==> src/shared/bsp_pkg.sv <==
`default_nettype none

package bsp_pkg;

  localparam int IR_LEN    = 5;
  localparam int ID_LEN    = 32;
  localparam int SYS_PINS  = 4;
  localparam int BSR_LEN   = 3 * SYS_PINS;
  localparam int TEST_PINS = 4;

  // Boundary cell groups inside the scan chain
  localparam int BSR_IN_LO  = 0;
  localparam int BSR_OUT_LO = SYS_PINS;
  localparam int BSR_OE_LO  = 2 * SYS_PINS;

  // Test pin positions on the shared pin bus
  localparam int PIN_TCK = 0;
  localparam int PIN_TMS = 1;
  localparam int PIN_TDI = 2;
  localparam int PIN_TDO = 3;

  // Instruction codes
  localparam logic [IR_LEN-1:0] INS_EXTEST = 5'h00;
  localparam logic [IR_LEN-1:0] INS_IDCODE = 5'h01;
  localparam logic [IR_LEN-1:0] INS_SAMPLE = 5'h02;
  localparam logic [IR_LEN-1:0] INS_INTEST = 5'h03;
  localparam logic [IR_LEN-1:0] INS_HIGHZ  = 5'h05;
  localparam logic [IR_LEN-1:0] INS_BYPASS = 5'h1F;

  // Fixed pattern loaded by instruction capture
  localparam logic [IR_LEN-1:0] IR_CAPTURE = 5'h01;

  // Arbitrary identification value, not tied to any real part
  localparam logic [ID_LEN-1:0] ID_DEFAULT = 32'h0A5C_3001;

  typedef enum logic [3:0] {
    TAP_RESET,
    TAP_IDLE,
    TAP_SEL_DR,
    TAP_CAP_DR,
    TAP_SHIFT_DR,
    TAP_EXIT1_DR,
    TAP_PAUSE_DR,
    TAP_EXIT2_DR,
    TAP_UPD_DR,
    TAP_SEL_IR,
    TAP_CAP_IR,
    TAP_SHIFT_IR,
    TAP_EXIT1_IR,
    TAP_PAUSE_IR,
    TAP_EXIT2_IR,
    TAP_UPD_IR
  } bsp_tap_state_type;

endpackage

`default_nettype wire

==> src/shared/bsp_tap_if.sv <==
`timescale 1ns/1ps
`default_nettype none

interface bsp_tap_if;
  import bsp_pkg::*;

  logic              rise;
  logic              tms;
  logic              hold;
  bsp_tap_state_type state;

  modport ctrl (
    input  rise,
    input  tms,
    input  hold,
    output state
  );

  modport core (
    output rise,
    output tms,
    output hold,
    input  state
  );

endinterface

`default_nettype wire

==> src/core/bsp_tap_fsm.sv <==
`timescale 1ns/1ps
`default_nettype none

module bsp_tap_fsm
  import bsp_pkg::*;
(
  input wire logic mclk_i,
  input wire logic rst_i,
  bsp_tap_if.ctrl  tap
);

  bsp_tap_state_type state;
  bsp_tap_state_type next_state;

  // Sixteen-state controller, steps on test clock rising edges; hold forces it to reset without an edge
  always_comb begin
    next_state = state;
    if (tap.hold) begin
      next_state = TAP_RESET;
    end else if (tap.rise) begin
      unique case (state)
        TAP_RESET:    next_state = tap.tms ? TAP_RESET    : TAP_IDLE;
        TAP_IDLE:     next_state = tap.tms ? TAP_SEL_DR   : TAP_IDLE;
        TAP_SEL_DR:   next_state = tap.tms ? TAP_SEL_IR   : TAP_CAP_DR;
        TAP_CAP_DR:   next_state = tap.tms ? TAP_EXIT1_DR : TAP_SHIFT_DR;
        TAP_SHIFT_DR: next_state = tap.tms ? TAP_EXIT1_DR : TAP_SHIFT_DR;
        TAP_EXIT1_DR: next_state = tap.tms ? TAP_UPD_DR   : TAP_PAUSE_DR;
        TAP_PAUSE_DR: next_state = tap.tms ? TAP_EXIT2_DR : TAP_PAUSE_DR;
        TAP_EXIT2_DR: next_state = tap.tms ? TAP_UPD_DR   : TAP_SHIFT_DR;
        TAP_UPD_DR:   next_state = tap.tms ? TAP_SEL_DR   : TAP_IDLE;
        TAP_SEL_IR:   next_state = tap.tms ? TAP_RESET    : TAP_CAP_IR;
        TAP_CAP_IR:   next_state = tap.tms ? TAP_EXIT1_IR : TAP_SHIFT_IR;
        TAP_SHIFT_IR: next_state = tap.tms ? TAP_EXIT1_IR : TAP_SHIFT_IR;
        TAP_EXIT1_IR: next_state = tap.tms ? TAP_UPD_IR   : TAP_PAUSE_IR;
        TAP_PAUSE_IR: next_state = tap.tms ? TAP_EXIT2_IR : TAP_PAUSE_IR;
        TAP_EXIT2_IR: next_state = tap.tms ? TAP_UPD_IR   : TAP_SHIFT_IR;
        TAP_UPD_IR:   next_state = tap.tms ? TAP_SEL_DR   : TAP_IDLE;
      endcase
    end
  end

  always_ff @(posedge mclk_i or posedge rst_i) begin
    if (rst_i) begin
      state <= TAP_RESET;
    end else begin
      state <= next_state;
    end
  end

  assign tap.state = state;

  hold_reset_a: assert property (
    @(posedge mclk_i) disable iff (rst_i)
    tap.hold |=> state == TAP_RESET)
    else $error("controller not parked while port disabled");

  no_edge_stable_a: assert property (
    @(posedge mclk_i) disable iff (rst_i)
    !tap.rise && !tap.hold |=> $stable(state))
    else $error("controller moved without a test clock edge");

  sel_ir_exit_a: assert property (
    @(posedge mclk_i) disable iff (rst_i)
    state == TAP_SEL_IR && tap.rise && tap.tms && !tap.hold
      |=> state == TAP_RESET)
    else $error("high mode select in select-ir did not reset");

  shift_stay_a: assert property (
    @(posedge mclk_i) disable iff (rst_i)
    state == TAP_SHIFT_DR && tap.rise && !tap.tms && !tap.hold
      |=> state == TAP_SHIFT_DR)
    else $error("shift state left with low mode select");

endmodule

`default_nettype wire

==> src/core/bsp_tap_port.sv <==
// Behaviour
// Code 00010 selects boundary chain; captures pins, update loads latches.
// Code 00000 drives latched boundary values onto system pins.
// Code 11111 puts one-bit bypass between data in and out.
// Controller may load all-ones by holding data in high.
// Code 00001 shifts identification value out serially.
// Code 00101 floats all system outputs and selects bypass.
// Code 00011 selects boundary chain to drive core inputs.
// Port uses clock, mode, data in, data out only; no test reset.
// Power-up reset initialises the test logic.
// Port enable high returns four pins to test function.
// Port enable low restores four pins to user function.
// System holds port enable low through power-up.
// Unprogrammed part has the four pins working as test port.
// Pins in user role with enable low ignore test activity.
// Macrocells behind test pins stay usable as buried logic.
// Data in sampled on each rising test clock edge.
// Data out changes on falling edge, floats when not shifting.
// Controller keeps mode select high during normal operation.
// Standard sixteen-state controller sequences 5-bit instruction and data.
// Unassigned instruction codes select the bypass register.
`timescale 1ns/1ps
`default_nettype none

module bsp_tap_port
  import bsp_pkg::*;
#(
  parameter logic [ID_LEN-1:0] ID_VALUE = ID_DEFAULT
) (
  input  wire logic                 mclk_i,
  input  wire logic                 rst_i,
  input  wire logic                 port_en_i,
  input  wire logic                 pins_user_i,
  input  wire logic [TEST_PINS-1:0] pin_in_i,
  output logic      [TEST_PINS-1:0] pin_out_o,
  output logic      [TEST_PINS-1:0] pin_oe_o,
  input  wire logic [TEST_PINS-1:0] user_out_i,
  input  wire logic [TEST_PINS-1:0] user_oe_i,
  output logic      [TEST_PINS-1:0] user_in_o,
  output logic      [TEST_PINS-1:0] user_fb_o,
  input  wire logic [SYS_PINS-1:0]  sys_in_i,
  input  wire logic [SYS_PINS-1:0]  core_out_i,
  input  wire logic [SYS_PINS-1:0]  core_oe_i,
  output logic      [SYS_PINS-1:0]  sys_out_o,
  output logic      [SYS_PINS-1:0]  sys_oe_o,
  output logic      [SYS_PINS-1:0]  core_in_o,
  output logic                      test_active_o,
  output logic      [IR_LEN-1:0]    instr_o
);

  bsp_tap_if tap ();

  // Input synchronisers
  logic                 pe_meta;
  logic                 pe_sync;
  logic [TEST_PINS-1:0] pin_meta;
  logic [TEST_PINS-1:0] pin_sync;
  logic [SYS_PINS-1:0]  sys_meta;
  logic [SYS_PINS-1:0]  sys_sync;
  logic                 tck_prev;

  always_ff @(posedge mclk_i or posedge rst_i) begin
    if (rst_i) begin
      pe_meta  <= 1'b0;
      pe_sync  <= 1'b0;
      pin_meta <= '0;
      pin_sync <= '0;
      sys_meta <= '0;
      sys_sync <= '0;
      tck_prev <= 1'b0;
    end else begin
      pe_meta  <= port_en_i;
      pe_sync  <= pe_meta;
      pin_meta <= pin_in_i;
      pin_sync <= pin_meta;
      sys_meta <= sys_in_i;
      sys_sync <= sys_meta;
      tck_prev <= pin_sync[PIN_TCK];
    end
  end

  // Test clock edges and pin roles
  logic rise;
  logic fall;
  logic tdi;
  logic port_en;
  logic hold;

  assign rise    = pin_sync[PIN_TCK] & ~tck_prev;
  assign fall    = ~pin_sync[PIN_TCK] & tck_prev;
  assign tdi     = pin_sync[PIN_TDI];
  // Pins serve test unless the design claimed them and enable is low
  assign port_en = pe_sync | ~pins_user_i; // see see
  assign hold    = ~port_en;

  assign tap.rise = rise;
  assign tap.tms  = pin_sync[PIN_TMS];
  assign tap.hold = hold;

  bsp_tap_fsm u_fsm (
    .mclk_i (mclk_i),
    .rst_i  (rst_i),
    .tap    (tap)
  );

  // Instruction decode
  logic [IR_LEN-1:0] ir;
  logic              sel_bsr;
  logic              sel_id;
  logic              shifting;

  assign sel_bsr  = (ir == INS_EXTEST) || (ir == INS_SAMPLE)
                 || (ir == INS_INTEST); // see see
  assign sel_id   = (ir == INS_IDCODE);
  // Any other code, all-ones and high-z included, uses bypass
  assign shifting = (tap.state == TAP_SHIFT_DR)
                 || (tap.state == TAP_SHIFT_IR);

  // Scan registers
  logic [IR_LEN-1:0]  ir_sr;
  logic [BSR_LEN-1:0] bsr_sr;
  logic [BSR_LEN-1:0] bsr_upd;
  logic [ID_LEN-1:0]  id_sr;
  logic               byp;
  logic               tdo;
  logic               tdo_oe;
  logic [IR_LEN-1:0]  next_ir;
  logic [IR_LEN-1:0]  next_ir_sr;
  logic [BSR_LEN-1:0] next_bsr_sr;
  logic [BSR_LEN-1:0] next_bsr_upd;
  logic [ID_LEN-1:0]  next_id_sr;
  logic               next_byp;
  logic               next_tdo;
  logic               next_tdo_oe;
  logic [BSR_LEN-1:0] bsr_capture;

  assign bsr_capture = {core_oe_i, core_out_i, sys_sync};

  always_comb begin
    next_ir      = ir;
    next_ir_sr   = ir_sr;
    next_bsr_sr  = bsr_sr;
    next_bsr_upd = bsr_upd;
    next_id_sr   = id_sr;
    next_byp     = byp;
    next_tdo     = tdo;
    next_tdo_oe  = tdo_oe;
    if (hold) begin
      next_ir     = INS_IDCODE;
      next_tdo_oe = 1'b0;
    end else begin
      if (tap.state == TAP_RESET) begin
        next_ir = INS_IDCODE;
      end
      if (rise) begin
        if (tap.state == TAP_CAP_IR) begin
          next_ir_sr = IR_CAPTURE;
        end else if (tap.state == TAP_SHIFT_IR) begin
          next_ir_sr = {tdi, ir_sr[IR_LEN-1:1]}; // see
        end else if (tap.state == TAP_CAP_DR) begin
          if (sel_bsr) begin
            next_bsr_sr = bsr_capture;
          end else if (sel_id) begin
            next_id_sr = ID_VALUE;
          end else begin
            next_byp = 1'b0; // see see
          end
        end else if (tap.state == TAP_SHIFT_DR) begin
          if (sel_bsr) begin
            next_bsr_sr = {tdi, bsr_sr[BSR_LEN-1:1]};
          end else if (sel_id) begin
            next_id_sr = {tdi, id_sr[ID_LEN-1:1]};
          end else begin
            next_byp = tdi;
          end
        end
      end
      if (fall) begin
        next_tdo_oe = shifting;
        if (tap.state == TAP_SHIFT_IR) begin
          next_tdo = ir_sr[0];
        end else if (tap.state == TAP_SHIFT_DR) begin
          if (sel_bsr) begin
            next_tdo = bsr_sr[0];
          end else if (sel_id) begin
            next_tdo = id_sr[0];
          end else begin
            next_tdo = byp;
          end
        end
        if (tap.state == TAP_UPD_IR) begin
          next_ir = ir_sr;
        end else if (tap.state == TAP_UPD_DR && sel_bsr) begin
          next_bsr_upd = bsr_sr;
        end
      end
    end
  end

  always_ff @(posedge mclk_i or posedge rst_i) begin
    if (rst_i) begin
      ir      <= INS_IDCODE;
      ir_sr   <= '0;
      bsr_sr  <= '0;
      bsr_upd <= '0;
      id_sr   <= '0;
      byp     <= 1'b0;
      tdo     <= 1'b0;
      tdo_oe  <= 1'b0;
    end else begin
      ir      <= next_ir;
      ir_sr   <= next_ir_sr;
      bsr_sr  <= next_bsr_sr;
      bsr_upd <= next_bsr_upd;
      id_sr   <= next_id_sr;
      byp     <= next_byp;
      tdo     <= next_tdo;
      tdo_oe  <= next_tdo_oe;
    end
  end

  // Boundary latch fields
  logic [SYS_PINS-1:0] upd_in;
  logic [SYS_PINS-1:0] upd_out;
  logic [SYS_PINS-1:0] upd_oe;

  assign upd_in  = bsr_upd[BSR_IN_LO +: SYS_PINS];
  assign upd_out = bsr_upd[BSR_OUT_LO +: SYS_PINS];
  assign upd_oe  = bsr_upd[BSR_OE_LO +: SYS_PINS];

  // Output stage
  logic [TEST_PINS-1:0] next_pin_out;
  logic [TEST_PINS-1:0] next_pin_oe;
  logic [TEST_PINS-1:0] next_user_in;
  logic [SYS_PINS-1:0]  next_sys_out;
  logic [SYS_PINS-1:0]  next_sys_oe;
  logic [SYS_PINS-1:0]  next_core_in;

  always_comb begin
    next_pin_out = user_out_i;
    next_pin_oe  = user_oe_i;
    next_user_in = pin_sync;
    if (port_en) begin
      next_pin_out          = '0;
      next_pin_oe           = '0;
      next_user_in          = '0;
      next_pin_out[PIN_TDO] = next_tdo;
      next_pin_oe[PIN_TDO]  = next_tdo_oe;
    end
    next_sys_out = core_out_i;
    next_sys_oe  = core_oe_i;
    next_core_in = sys_sync;
    if (ir == INS_EXTEST || ir == INS_INTEST) begin
      next_sys_out = upd_out;
      next_sys_oe  = upd_oe;
    end
    if (ir == INS_INTEST) begin
      next_core_in = upd_in;
    end
    if (ir == INS_HIGHZ) begin
      next_sys_oe = '0;
    end
  end

  always_ff @(posedge mclk_i or posedge rst_i) begin
    if (rst_i) begin
      pin_out_o     <= '0;
      pin_oe_o      <= '0;
      user_in_o     <= '0;
      user_fb_o     <= '0;
      sys_out_o     <= '0;
      sys_oe_o      <= '0;
      core_in_o     <= '0;
      test_active_o <= 1'b0;
      instr_o       <= INS_IDCODE;
    end else begin
      pin_out_o     <= next_pin_out;
      pin_oe_o      <= next_pin_oe;
      user_in_o     <= next_user_in;
      user_fb_o     <= user_out_i;
      sys_out_o     <= next_sys_out;
      sys_oe_o      <= next_sys_oe;
      core_in_o     <= next_core_in;
      test_active_o <= port_en;
      instr_o       <= next_ir;
    end
  end

  // Checks
  tdo_drive_a: assert property (
    @(posedge mclk_i) disable iff (rst_i)
    fall && !hold && shifting |=> pin_oe_o[PIN_TDO] && tdo_oe)
    else $error("data out not driven while shifting");

  tdo_float_a: assert property (
    @(posedge mclk_i) disable iff (rst_i)
    fall && !hold && !shifting |=> !pin_oe_o[PIN_TDO])
    else $error("data out driven outside shift");

  user_pins_a: assert property (
    @(posedge mclk_i) disable iff (rst_i)
    !port_en |=> pin_oe_o == $past(user_oe_i)
      && pin_out_o == $past(user_out_i))
    else $error("user pins not restored");

  highz_float_a: assert property (
    @(posedge mclk_i) disable iff (rst_i)
    ir == INS_HIGHZ |=> sys_oe_o == '0)
    else $error("system outputs not floated");

  extest_drive_a: assert property (
    @(posedge mclk_i) disable iff (rst_i)
    ir == INS_EXTEST |=> sys_out_o == $past(upd_out)
      && sys_oe_o == $past(upd_oe))
    else $error("latched boundary values not on pins");

  intest_core_a: assert property (
    @(posedge mclk_i) disable iff (rst_i)
    ir == INS_INTEST |=> core_in_o == $past(upd_in))
    else $error("core inputs not from boundary latches");

  sample_cap_a: assert property (
    @(posedge mclk_i) disable iff (rst_i)
    rise && !hold && sel_bsr && tap.state == TAP_CAP_DR
      |=> bsr_sr == $past(bsr_capture))
    else $error("boundary snapshot not captured");

  id_load_a: assert property (
    @(posedge mclk_i) disable iff (rst_i)
    rise && !hold && sel_id && tap.state == TAP_CAP_DR
      |=> id_sr == ID_VALUE)
    else $error("identification value not captured");

  ir_update_a: assert property (
    @(posedge mclk_i) disable iff (rst_i)
    fall && !hold && tap.state == TAP_UPD_IR |=> ir == $past(ir_sr))
    else $error("instruction not updated");

  bypass_cap_a: assert property (
    @(posedge mclk_i) disable iff (rst_i)
    rise && !hold && !sel_bsr && !sel_id && tap.state == TAP_CAP_DR
      |=> byp == 1'b0)
    else $error("bypass cell not cleared on capture");

  id_shift_c: cover property (
    @(posedge mclk_i) disable iff (rst_i)
    sel_id && fall && tap.state == TAP_SHIFT_DR);

  highz_c: cover property (
    @(posedge mclk_i) disable iff (rst_i)
    ir == INS_HIGHZ && fall && tap.state == TAP_SHIFT_DR);

  extest_c: cover property (
    @(posedge mclk_i) disable iff (rst_i)
    ir == INS_EXTEST && bsr_upd != '0);

  reclaim_c: cover property (
    @(posedge mclk_i) disable iff (rst_i)
    pins_user_i && $rose(pe_sync));

endmodule

`default_nettype wire

==> config.mk <==
export PLATFORM = sky130hd
export DESIGN_NAME = bsp_tap_port
export DESIGN_NICKNAME = d
export VERILOG_FILES = /design/src/shared/bsp_pkg.sv /design/src/shared/bsp_tap_if.sv /design/src/core/bsp_tap_fsm.sv /design/src/core/bsp_tap_port.sv
export SDC_FILE = /design/constraint.sdc
export NUM_CORES = 1
export LEC_CHECK = 0
export ABC_AREA = 0
export CAP_MARGIN = 10
export CORE_ASPECT_RATIO = 0.7
export CORE_MARGIN = 1
export CORE_UTILIZATION = 40
export CTS_BUF_LIST = sky130_fd_sc_hd__clkbuf_8
export CTS_CLUSTER_DIAMETER = 120
export DETAILED_ROUTE_END_ITERATION = 10
export DONT_BUFFER_PORTS = 1
export HOLD_SLACK_MARGIN = 0.1
export PLACE_DENSITY_LB_ADDON = 0.2
export SLEW_MARGIN = 20
export SYNTH_ARGS = -nofsm -noshare
export SYNTH_HDL_FRONTEND = slang
export SYNTH_SLANG_ARGS = --single-unit
export TNS_END_PERCENT = 30
==> constraint.sdc <==
create_clock -name mclk_i -period 5 [get_ports mclk_i]
set_input_delay 1 -clock mclk_i [delete_from_list [all_inputs] [get_ports mclk_i]]
set_output_delay 1 -clock mclk_i [all_outputs]
set_load 0.1 [all_outputs]
==> summary.txt, run 1 <==
Synth
  • Synth Flop Type: dfrtp_1
  • Number of synthesized flops with an enable pin: 0
  • Top-area cell type share of the netlist area: 60.0%
  • Synth unique cells: just under 50
  • Register area share after synthesis: 60.6%
  • FF+latch count, synth: approximately 120
  • Syn avg cell area: around 12 um^2
  • Asr flop ratio synth: 100%
  • Synth top area cells: dfrtp_1 (60%), mux2_2 (11%), mux2i_1 (5.2%)
  • Area leader, netlist: dfrtp_1
  • Yosys warnings: 0
  • Cell area after synthesis: 5000 um^2
  • Post-synthesis cell count: 409
  • Syn Nets: between 400 and 500

Final layout
  • # nets final: 438
  • FF+latch area: 3030 um^2
  • Most frequent cells in the layout: dfrtp_1 (120), mux2_2 (47), nand2_1 (42), inv_1 (31), mux2i_1 (26)
  • Area taken by multi-input logic gates: roughly 1800 um^2
  • Share of post-route cells with drive strength above 1: 21.9%
  • Fillers: 1094
  • Finished Layout Cells: just under 600
  • Area grow syn2layout: 9.46%
  • Most common cell after layout, fill and taps aside: dfrtp_1
  • N_diodes: 0

STA
  • Sum Neg Setup Slack: 0 ps
  • Least-Margin Pin Slew: 1090 ps
  • Fmax: 0.340 GHz
  • Final setup viols: 0
  • Final Hold Viols: 0
  • Clock skew: 10.8 ps
  • Fin crit share: roughly three fifths
  • RSZ-0062 raised after global routing: false
  • Rel. slew slack: 26.9%
  • Pins Over Slew Limit: 0
  • Crit path time final: between 2000 and 3000 ps

Placed design
  • Number of cells after detailed placement: 548
  • Routability congestion estimate: roughly 0.78
  • Post-DP HPWL: ~5.8 mm
  • Port bufs: 0

Drt
  • DR WL/cell: 15.7 um
  • Drt pass-1 iters: 4
  • Post-DR vias/cell: 5.07
  • Vias: around 3000
  • Drt first-iter violations: 213
  • DRC viols: 0
  • Post-route ant nets: 0
  • Drt total wl: 9.08 mm

CTS
  • Num CTS Buffers: 17
  • CTS tree: yes
  • Clock sink count: 121
  • Clock Tree Buf Depth: 2
  • Clock latency on the worst-skew pair: 420 ps
  • CTS Hold Bufs: 0
  • CTS resizes: 0
  • Clock-pin slew on the worst setup and hold paths: around 70 ps
  • Clock root cell: clkbuf_8
  • Max H-tree Level: 4
  • Post-CTS setup buffers: 0

Min path
  • Hold Crit Class: reg2reg
  • HP Start: pin_meta[2]
  • Hold path depth: 0
  • Hold EP: pin_sync[2]

GRT
  • Grt ovf: 0
  • Initial antenna violation count: 0
  • Largest net degree at the start of global routing: 51
  • First-pass GRT wire length: 15.6 mm
  • GRT Total Usage: 16.3%
  • Vias in the first global route: between 2000 and 3000

Setup path
  • Critical Path End Type: register
  • Reg-to-Reg End: bsr_upd[8]
  • CP startpoint kind: register
  • R2r setup slk: 2060 ps
  • CP max FO: 12
  • CP arrival: around 3300 ps
  • Setup CP Type: reg2reg
  • Reg2Reg Launch Point: instr_o[3]
  • Worst Reg-to-Reg Cells: 4
  • Critical Path RT: 5310 ps
  • Crit path launch: instr_o[3]

Floorplan
  • Num rows: 33
  • Starting density of the core: 41.9%
  • CORE AREA: 11900 um^2
  • Die width: roughly 140 um
  • Die ar.: between 10000 and 15000 um^2
  • I/O pin total: 62
  • Die Y: 95.6 um

Pwr
  • Peak supply drop: 0.166 mV
  • Leakage power: 2.63 nW
  • PnR Total Power: 2.17 mW
  • PwrDens: ~400 nW/um^2

Run
  • Max cap viols: 0

Outcome
  • Outcome: completed
-- where the power goes --
| part | internal [mW] | total [mW] | switching (mW) |
|---|---|---|---|
| sequential | 1.07 | 1.22 | 0.158 |
| clock | 0.404 | 0.778 | 0.375 |
| combinational | 0.0768 | 0.171 | 0.0941 |
-- cell type report --
cell class,instances,area share [%]
timing repair buffer,4,0.549
clock inverter,10,1.51
multi-input combinational,235,32.1
sequential,121,55.3
tap,157,3.59
clock buffer,19,4.78
inverter,31,2.17
-- worst max-delay path by stage --
stage	endpoint	slack, ps	cells past startpoint
global placement	bsr_sr[9]	1960	6
floorplan	bsr_sr[0]	790	1
detailed placement	bsr_sr[7]	1890	6
global route	bsr_upd[9]	1780	4
finish	bsr_upd[8]	2060	4
CTS	bsr_upd[8]	2050	4
-- worst max-delay path, stage by stage, from the launching register on --
cell and delay, ps:
dfrtp_1 780, nor3_2 570, nand2_1 150, nor3_2 910, mux2_2 420
-- logic make-up (layout without fill, tap and decap cells) --
logic type	after synthesis	count (layout)	share of synthesized area, %
DFF	121	121	60.6
buffers and inverters	53	64	4.48
and+or+nand+nor	111	111	11.7
AOI/OAI and AO/OA	41	41	5.30
xor gates and xnor gates	1	1	0.175
muxes	82	82	17.8
-- Yosys cell counts, types with 2 or more instances --
cell type  instances
nor2b_1            8
a211oi_1           2
or2_2              2
nor3_1             3
nand2b_1           7
nand3_1            9
dfrtp_1          120
o22ai_1            2
nor2_1            15
nand2_1           42
a31oi_1            3
o21ai_0            9
a2111oi_0          2
clkbuf_1          10
a21oi_1           13
and2_1            12
buf_4              2
buf_2              8
mux2i_1           26
mux2_2            47
mux2_1             9
and3_1             2
inv_1             30
-- state kept, by name (all words and copies together), names as in the netlist, 4 cells and up --
signal	flops
pin_out_o	4
u_fsm.tap.state	4
pin_oe_o	4
pin_meta	4
core_in_o	4
sys_meta	4
sys_out_o	4
bsr_upd	12
sys_oe_o	4
bsr_sr	12
id_sr	32
sys_sync	4
instr_o	5
pin_sync	4
user_fb_o	4
user_in_o	4
ir_sr	5
-- stage by stage --
step / cell area, um^2 / setup WS [ps] / utilization [%] / hold slack (ps)
6_report: 5470 / 2060 / 45.9 / 348
4_1_cts: 5470 / 2050 / 45.9 / 352
3_5_place_dp: 5130 / 1890 / 43.0 / 336
3_3_place_gp: 5130 / 1960 / 43.0 / 333
2_1_floorplan: 5000 / 787 / - / 331
5_1_grt: 5470 / 1780 / 45.9 / 357
-- routing by layer --
metal  track usage (%)  part of all wire, %  vias to the layer above
met1              22.7                   49                     1454
li1                  -                    -                     1379
met5                 0                    0                        -
met3              6.80                  7.5                       10
met4              7.77                  1.4                        0
met2              21.4                   42                       82
Note: power is estimated with default switching activity, not from simulation.
==> inputs of run 2 (changes only) <==
==> constraint.sdc (replaced) <==
create_clock -name mclk_i -period 3 [get_ports mclk_i]
set_input_delay 0.6 -clock mclk_i [delete_from_list [all_inputs] [get_ports mclk_i]]
set_output_delay 0.6 -clock mclk_i [all_outputs]
set_load 0.1 [all_outputs]
==> run 2 against run 1 <==
Against the previous run: global-route usage hardly changed; critical endpoint is now id_sr[12]; combinational power is 78% higher; hold slack worse by 150 ps; register-to-register slack worse by 1300 ps; total power is 83% higher; die area stayed put; fmax is 29% higher; clock skew hardly changed; critical path type unchanged; clock power is 110% higher; via count is 0.21% higher; non-clock buffer count is 9 higher; first-iteration DRC count is 13% lower.
==> summary.txt, run 2 (synthesis gave the netlist of run 1 again) <==
Outcome
  • Outcome: completed

Setup path
  • CP Buf/Inv Count: 1 (+1)
  • CP max FO: 32 (+20)
  • Worst-path cell chain: nor2b_1 -> o2111ai_2 -> nor4b_4 -> buf_12 -> mux2_1
  • Critical Path End Type: register
  • R2r setup slk: 720 ps (-1330 ps)
  • Slowest cell on crit path: nor2b_1
  • Critical Path RT: 3300 ps (-2010 ps)
  • Critical path's largest stage delay: 510 ps (-400 ps)
  • Cell family with most CP delay: simple AND/OR/NAND/NOR gates
  • CP startpoint kind: register
  • Setup CP Type: reg2reg
  • CP arrival: 2580 ps (-670 ps)

STA
  • Hold slack final: 197 ps (-151 ps)
  • RSZ-0062 raised after global routing: false
  • Fin crit share: 75.9% (+17 points)
  • Clock skew: 10.9 ps (+0.118 ps)
  • Fmax: 0.439 GHz (+29%)
  • Final Hold Viols: 0 (unchanged)
  • Worst Setup Slack, final: 723 ps (-1330 ps)
  • Least-Margin Pin Slew: 923 ps (-168 ps)
  • Crit path time final: 2280 ps (-666 ps)
  • Rel. slew slack: 38.5% (+12 points)
  • Final setup viols: 0 (unchanged)
  • Pins Over Slew Limit: 0 (unchanged)
  • Sum Neg Setup Slack: 0 ps (unchanged)

CTS
  • Clock-pin slew on the worst setup and hold paths: 70 ps (about the same)
  • Clock root cell: clkbuf_8
  • Clock sink count: 121 (unchanged)
  • CTS Hold Bufs: 0 (unchanged)
  • CTS resizes: 0 (unchanged)
  • Clock Tree Buf Depth: 2 (unchanged)
  • CTS tree: yes
  • Max H-tree Level: 4 (unchanged)
  • Post-CTS setup buffers: 0 (unchanged)
  • Num CTS Buffers: 17 (unchanged)
  • Clock latency on the worst-skew pair: 420 ps (about the same)

Placed design
  • Port bufs: 0 (unchanged)
  • DP Worst Slack: 747 ps (-1150 ps)
  • Post-DP HPWL: 6.16 mm (+5.8%)
  • Routability congestion estimate: 0.806 (+3.8%)

Drt
  • Drt total wl: 9.45 mm (+4.0%)
  • Vias: 2931 (+0.21%)
  • Post-DR vias/cell: 4.98 (-1.7%)
  • DR WL/cell: 16.1 um (+2.1%)
  • Drt pass-1 iters: 4 (unchanged)
  • Drt first-iter violations: 185 (-13%)
  • Post-route ant nets: 0 (unchanged)
  • DRC viols: 0 (unchanged)

GRT
  • First-pass GRT wire length: 15.6 mm (-0.49%)
  • Largest net degree at the start of global routing: 74 (+45%)
  • GRT Total Usage: 16.3% (about the same)
  • Vias in the first global route: 3003 (+2.2%)
  • Initial antenna violation count: 0 (unchanged)
  • Grt ovf: 0 (unchanged)

Floorplan
  • Starting density of the core: 41.9% (unchanged)
  • CORE AREA: 11900 um^2 (unchanged)
  • Die ar.: 13000 um^2 (unchanged)
  • Die width: 136 um (unchanged)
  • Num rows: 33 (unchanged)
  • Die Y: 95.6 um (unchanged)
  • I/O pin total: 62 (unchanged)

Final layout
  • Most frequent cells in the layout: dfrtp_1 (120), mux2_2 (47), nand2_1 (42), inv_1 (30), mux2i_1 (26)
  • Fillers: 1094 (unchanged)
  • N_diodes: 0 (unchanged)
  • Share of post-route cells with drive strength above 1: 24.1% (+2.2 points)
  • Top reg by flops: id_sr
  • Largest registers: id_sr x32, bsr_sr x12, bsr_upd x12
  • Most common cell after layout, fill and taps aside: dfrtp_1
  • # nets final: 447 (+2.1%)
  • Area grow syn2layout: 13.2%
  • Max reg flops: 32 (unchanged)

Pwr
  • PnR Total Power: 3.97 mW (+83%)
  • PwrDens: 702 nW/um^2 (+77%)
  • Peak supply drop: 0.288 mV (+73%)
  • Leakage power: 2.74 nW (+3.8%)

Run
  • Max cap viols: 0 (unchanged)

Min path
  • Hold Crit Class: in2reg
==> run 2: per-stage QoR <==
stage          cells  util (%)  area (um^2)
3_5_place_dp     557      43.7         5210
4_1_cts          588      47.4         5660
2_1_floorplan    409         -         5000
3_3_place_gp     557      43.7         5210
6_report         588      47.4         5660
5_1_grt          588      47.4         5660
==> run 2: cell type report <==
cell class / instances / area [um^2] / share of cell area, %
clock buffers: 18 / 248 / 4.38
clock inverters: 13 / 203 / 3.58
inverters: 31 / 120 / 2.12
multi-input cells: 235 / 1760 / 31.0
flip-flops and latches: 121 / 3030 / 53.5
well taps: 157 / 196 / 3.47
repair buffers: 13 / 110 / 1.94
==> run 2: worst paths after layout <==
kind | from | endpoint | cells after the start
worst min register to register | sys_meta[1] | sys_sync[1] | 0
worst max register to register | pin_sync[0] | id_sr[12] | 5
min in group asynchronous | rst_i | user_fb_o[1] | 2
max in group asynchronous | rst_i | bsr_upd[11] | 2
worst min-delay path | user_out_i[1] | user_fb_o[1] | 0
worst max-delay path | pin_sync[0] | id_sr[12] | 5
==> run 2: report_power, final <==
part / internal, mW / leakage [nW] / switching, mW
clock: 1.00 / 0.230 / 0.639
combinational: 0.131 / 1.04 / 0.172
sequential: 1.78 / 1.47 / 0.252
total: 2.91 / 2.74 / 1.06
==> run 2: per-layer routing <==
| layer | GRT usage (%) | vias up | wire length (um) |
|---|---|---|---|
| li1 | - | 1395 | - |
| met1 | 22.8 | 1462 | 4640 |
| met2 | 22.5 | 66 | 4130 |
| met3 | 6.43 | 8 | 599 |
| met4 | 5.90 | 0 | 79 |
| met5 | 0 | - | 0 |
==> inputs of run 3 (changes only) <==
--- a/config.mk
+++ b/config.mk
@@ -5,7 +5,7 @@
 export SDC_FILE = /design/constraint.sdc
 export NUM_CORES = 1
 export LEC_CHECK = 0
-export ABC_AREA = 0
+export ABC_AREA = 1
 export CAP_MARGIN = 10
 export CORE_ASPECT_RATIO = 0.7
 export CORE_MARGIN = 1
==> constraint.sdc (replaced) <==
create_clock -name mclk_i -period 1.9 [get_ports mclk_i]
set_input_delay 0.38 -clock mclk_i [delete_from_list [all_inputs] [get_ports mclk_i]]
set_output_delay 0.38 -clock mclk_i [all_outputs]
set_load 0.1 [all_outputs]
==> run 3 against run 2 <==
Against the previous run: sequential cell count unchanged; total power increased by 41%; wire length increased by 0.17%; clock power increased by 51%; sequential power increased by 31%; setup slack got worse by 560 ps; synthesized cell count increased by 32%; clock skew decreased by 2.1 ps; global-route usage increased by 0.45 points; non-clock buffer count increased by 54; utilization increased by 3.8 points; clock-buffer cell count increased by 3; critical endpoint is now sys_oe_o[2].
==> summary.txt, run 3 <==
CTS
  • Num CTS Buffers: 17 (unchanged)
  • Max H-tree Level: 4 (unchanged)
  • Clock-pin slew on the worst setup and hold paths: 70 ps (about the same)
  • Clock Tree Buf Depth: 2 (unchanged)
  • CTS tree: yes
  • Clock sink count: 121 (unchanged)
  • Clock root cell: clkbuf_8
  • Clock latency on the worst-skew pair: 410 ps (about the same)

Synth
  • Syn avg cell area: 9.09 um^2 (-26%)
  • Area leader, netlist: dfrtp_1
  • Top-area cell type share of the netlist area: 61.3% (+1.3 points)
  • Number of synthesized flops with an enable pin: 0 (unchanged)
  • Most numerous cell in the Yosys netlist: nand2_1
  • FF+latch count, synth: 121 (unchanged)
  • Asr flop ratio synth: 100% (unchanged)
  • Synth top area cells: dfrtp_1 (61%), nand2_1 (12%), inv_1 (5.2%)
  • Syn Nets: 567 (+30%)
  • Register area share after synthesis: 61.8% (+1.3 points)
  • Yosys warnings: 0 (unchanged)
  • Synth Flop Type: dfrtp_1
  • Synth unique cells: 27 (-45%)
  • Post-synth top cells: nand2_1 (154), dfrtp_1 (120), inv_1 (68), o21ai_1 (46), nor2_1 (36)
  • Post-synthesis cell count: 539 (+32%)
  • Cell area after synthesis: 4900 um^2 (-2.1%)

Drt
  • Drt pass-1 iters: 4 (unchanged)
  • Drt first-iter violations: 245 (+32%)
  • Post-route ant nets: 0 (unchanged)
  • DRC viols: 0 (unchanged)
  • DR WL/cell: 12.2 um (-24%)
  • Vias: 3583 (+22%)
  • Drt total wl: 9.47 mm (+0.17%)
  • Post-DR vias/cell: 4.62 (-7.3%)

Final layout
  • Area taken by multi-input logic gates: 1490 um^2 (-15%)
  • Max reg flops: 32 (unchanged)
  • Finished Core Util: 51.2% (+3.8 points)
  • N_diodes: 0 (unchanged)
  • # nets final: 635 (+42%)
  • Post-Layout Inst Area: 6050 um^2 (+6.8%)
  • Share of post-route cells with drive strength above 1: 16.5% (-7.6 points)
  • Largest registers: id_sr x32, bsr_sr x12, bsr_upd x12
  • Fillers: 1120 (+2.4%)
  • Top reg by flops: id_sr
  • Area grow syn2layout: 23.4%
  • FF+latch area: 3030 um^2 (unchanged)
  • Most frequent cells in the layout: nand2_1 (154), dfrtp_1 (120), inv_1 (68), o21ai_1 (46), buf_4 (39)
  • Most common cell after layout, fill and taps aside: nand2_1

Placed design
  • Post-DP HPWL: 6.18 mm (+0.36%)
  • DP Worst Slack: 201 ps (-546 ps)
  • Routability congestion estimate: 0.832 (+3.3%)
  • Port bufs: 0 (unchanged)
  • Placed Area: 5360 um^2 (+2.8%)

Setup path
  • Slowest cell on crit path: dfrtp_1
  • Cell family with most CP delay: simple AND/OR/NAND/NOR gates
  • CP most frequent cell: nor2_1
  • Critical Path RT: 2200 ps (-1100 ps)
  • CP max FO: 10 (-69%)
  • Critical path's largest stage delay: 380 ps (-130 ps)
  • CP arrival: 2040 ps (-540 ps)
  • Worst-path cell chain: nor2_2 -> nand2_1 -> nor2_1 -> o21ai_2 -> o21ai_0 -> nor2_1
  • CP Buf/Inv Count: 0 (-1)
  • CP startpoint kind: register
  • Critical Path End Type: register
  • Setup CP Type: reg2reg

STA
  • Rel. slew slack: 58.2% (+20 points)
  • Final setup viols: 0 (unchanged)
  • Final Hold Viols: 0 (unchanged)
  • Sum Neg Setup Slack: 0 ps (unchanged)
  • Least-Margin Pin Slew: 627 ps (-296 ps)
  • Crit path time final: 1740 ps (-541 ps)
  • Clock skew: 8.85 ps (-2.07 ps)
  • Worst Setup Slack, final: 164 ps (-559 ps)
  • Fin crit share: 91.4% (+15 points)
  • Pins Over Slew Limit: 0 (unchanged)
  • Fmax: 0.576 GHz (+31%)
  • RSZ-0062 raised after global routing: false

GRT
  • Vias in the first global route: 3321 (+11%)
  • GRT Total Usage: 16.7% (+0.45 points)
  • First-pass GRT wire length: 16.2 mm (+4.3%)
  • Grt ovf: 0 (unchanged)
  • Largest net degree at the start of global routing: 122 (+65%)
  • Initial antenna violation count: 0 (unchanged)

Floorplan
  • Die Y: 94.6 um (-1.0%)
  • CORE AREA: 11800 um^2 (-1.0%)
  • Num rows: 33 (unchanged)
  • Die ar.: 12700 um^2 (-2.0%)
  • Starting density of the core: 41.5% (-0.43 points)
  • Die width: 134 um (-1.0%)
  • I/O pin total: 62 (unchanged)

Run
  • Max cap viols: 0 (unchanged)

Pwr
  • PwrDens: 925 nW/um^2 (+32%)
  • Peak supply drop: 0.635 mV (+120%)
  • Leakage power: 3.02 nW (+10%)
  • PnR Total Power: 5.60 mW (+41%)

Min path
  • Hold Crit Class: in2reg

Outcome
  • Outcome: completed
[run 3: changes by cell type after synthesis, sizes merged, moves of 26 or more]
cell	change
mux2i	-26
nor2	+26
mux2	-53
nand2	+113
o21ai	+76
inv	+45
[run 3: cell type report]
type / count / area share [%]
clock buffer: 21 / 4.78
clock inverter: 9 / 2.42
inverter: 76 / 4.78
multi-input combinational: 324 / 24.7
sequential: 121 / 50.1
tap: 157 / 3.25
timing repair buffer: 67 / 9.97
[run 3: worst register-to-register path, cell delays in order, from the launching register on]
cell and delay [ps]:
dfrtp_1 380, nor2_2 220, nand2_1 140, nor2_1 310, o21ai_2 240, o21ai_0 260, nor2_1 60
[run 3: repair_timing]
action | in CTS | in global routing
hold buffers | 25 | 0
endpoints found under the hold margin | 148 | 0
resized for setup | 0 | 1
setup endpoints to repair | 0 | 1
setup buffers | 0 | 0
[run 3: worst paths after layout]
| kind | start | endpoint | slack [ps] | cells past startpoint |
|---|---|---|---|---|
| max | instr_o[3] | sys_oe_o[2] | 160 | 6 |
| min | core_oe_i[3] | sys_oe_o[3] | 140 | 2 |
| max reg2reg | instr_o[3] | sys_oe_o[2] | 160 | 6 |
| min reg2reg | sys_meta[0] | sys_sync[0] | 340 | 0 |
| max in group asynchronous | rst_i | instr_o[4] | 790 | 3 |
| min in group asynchronous | rst_i | sys_oe_o[0] | 630 | 3 |
[run 3: power breakdown]
| group | leakage [nW] | total (mW) | switching [mW] | internal, mW |
|---|---|---|---|---|
| Sequential | 1.51 | 2.66 | 0.0246 | 2.63 |
| Combinational | 1.29 | 0.456 | 0.346 | 0.109 |
| Clock | 0.225 | 2.48 | 0.938 | 1.55 |
[run 3: stage by stage]
stage / hold WS, ps / cells
finish: 137 / 775
CTS: 117 / 775
global route: 113 / 775
global placement: 332 / 720
floorplan: 331 / 539
detailed placement: 335 / 720
[run 3: cells by family (layout without fill, tap and decap cells)]
logic type	count (synthesis)	after routing	share of synthesized area [%]
AO/OA/AOI/OAI	104	104	11.5
buffers and inverters	94	173	7.76
flip-flops	121	121	61.8
multiplexers	3	3	0.690
AND/OR/NAND/NOR	217	217	18.2
[run 3: layer usage]
metal / up-vias / GRT usage, % / wire length (um)
li1: 1819 / - / -
met1: 1649 / 24.7 / 4980
met2: 105 / 22.6 / 3730
met3: 10 / 5.31 / 641
met4: 0 / 6.55 / 108
met5: - / 0 / 0
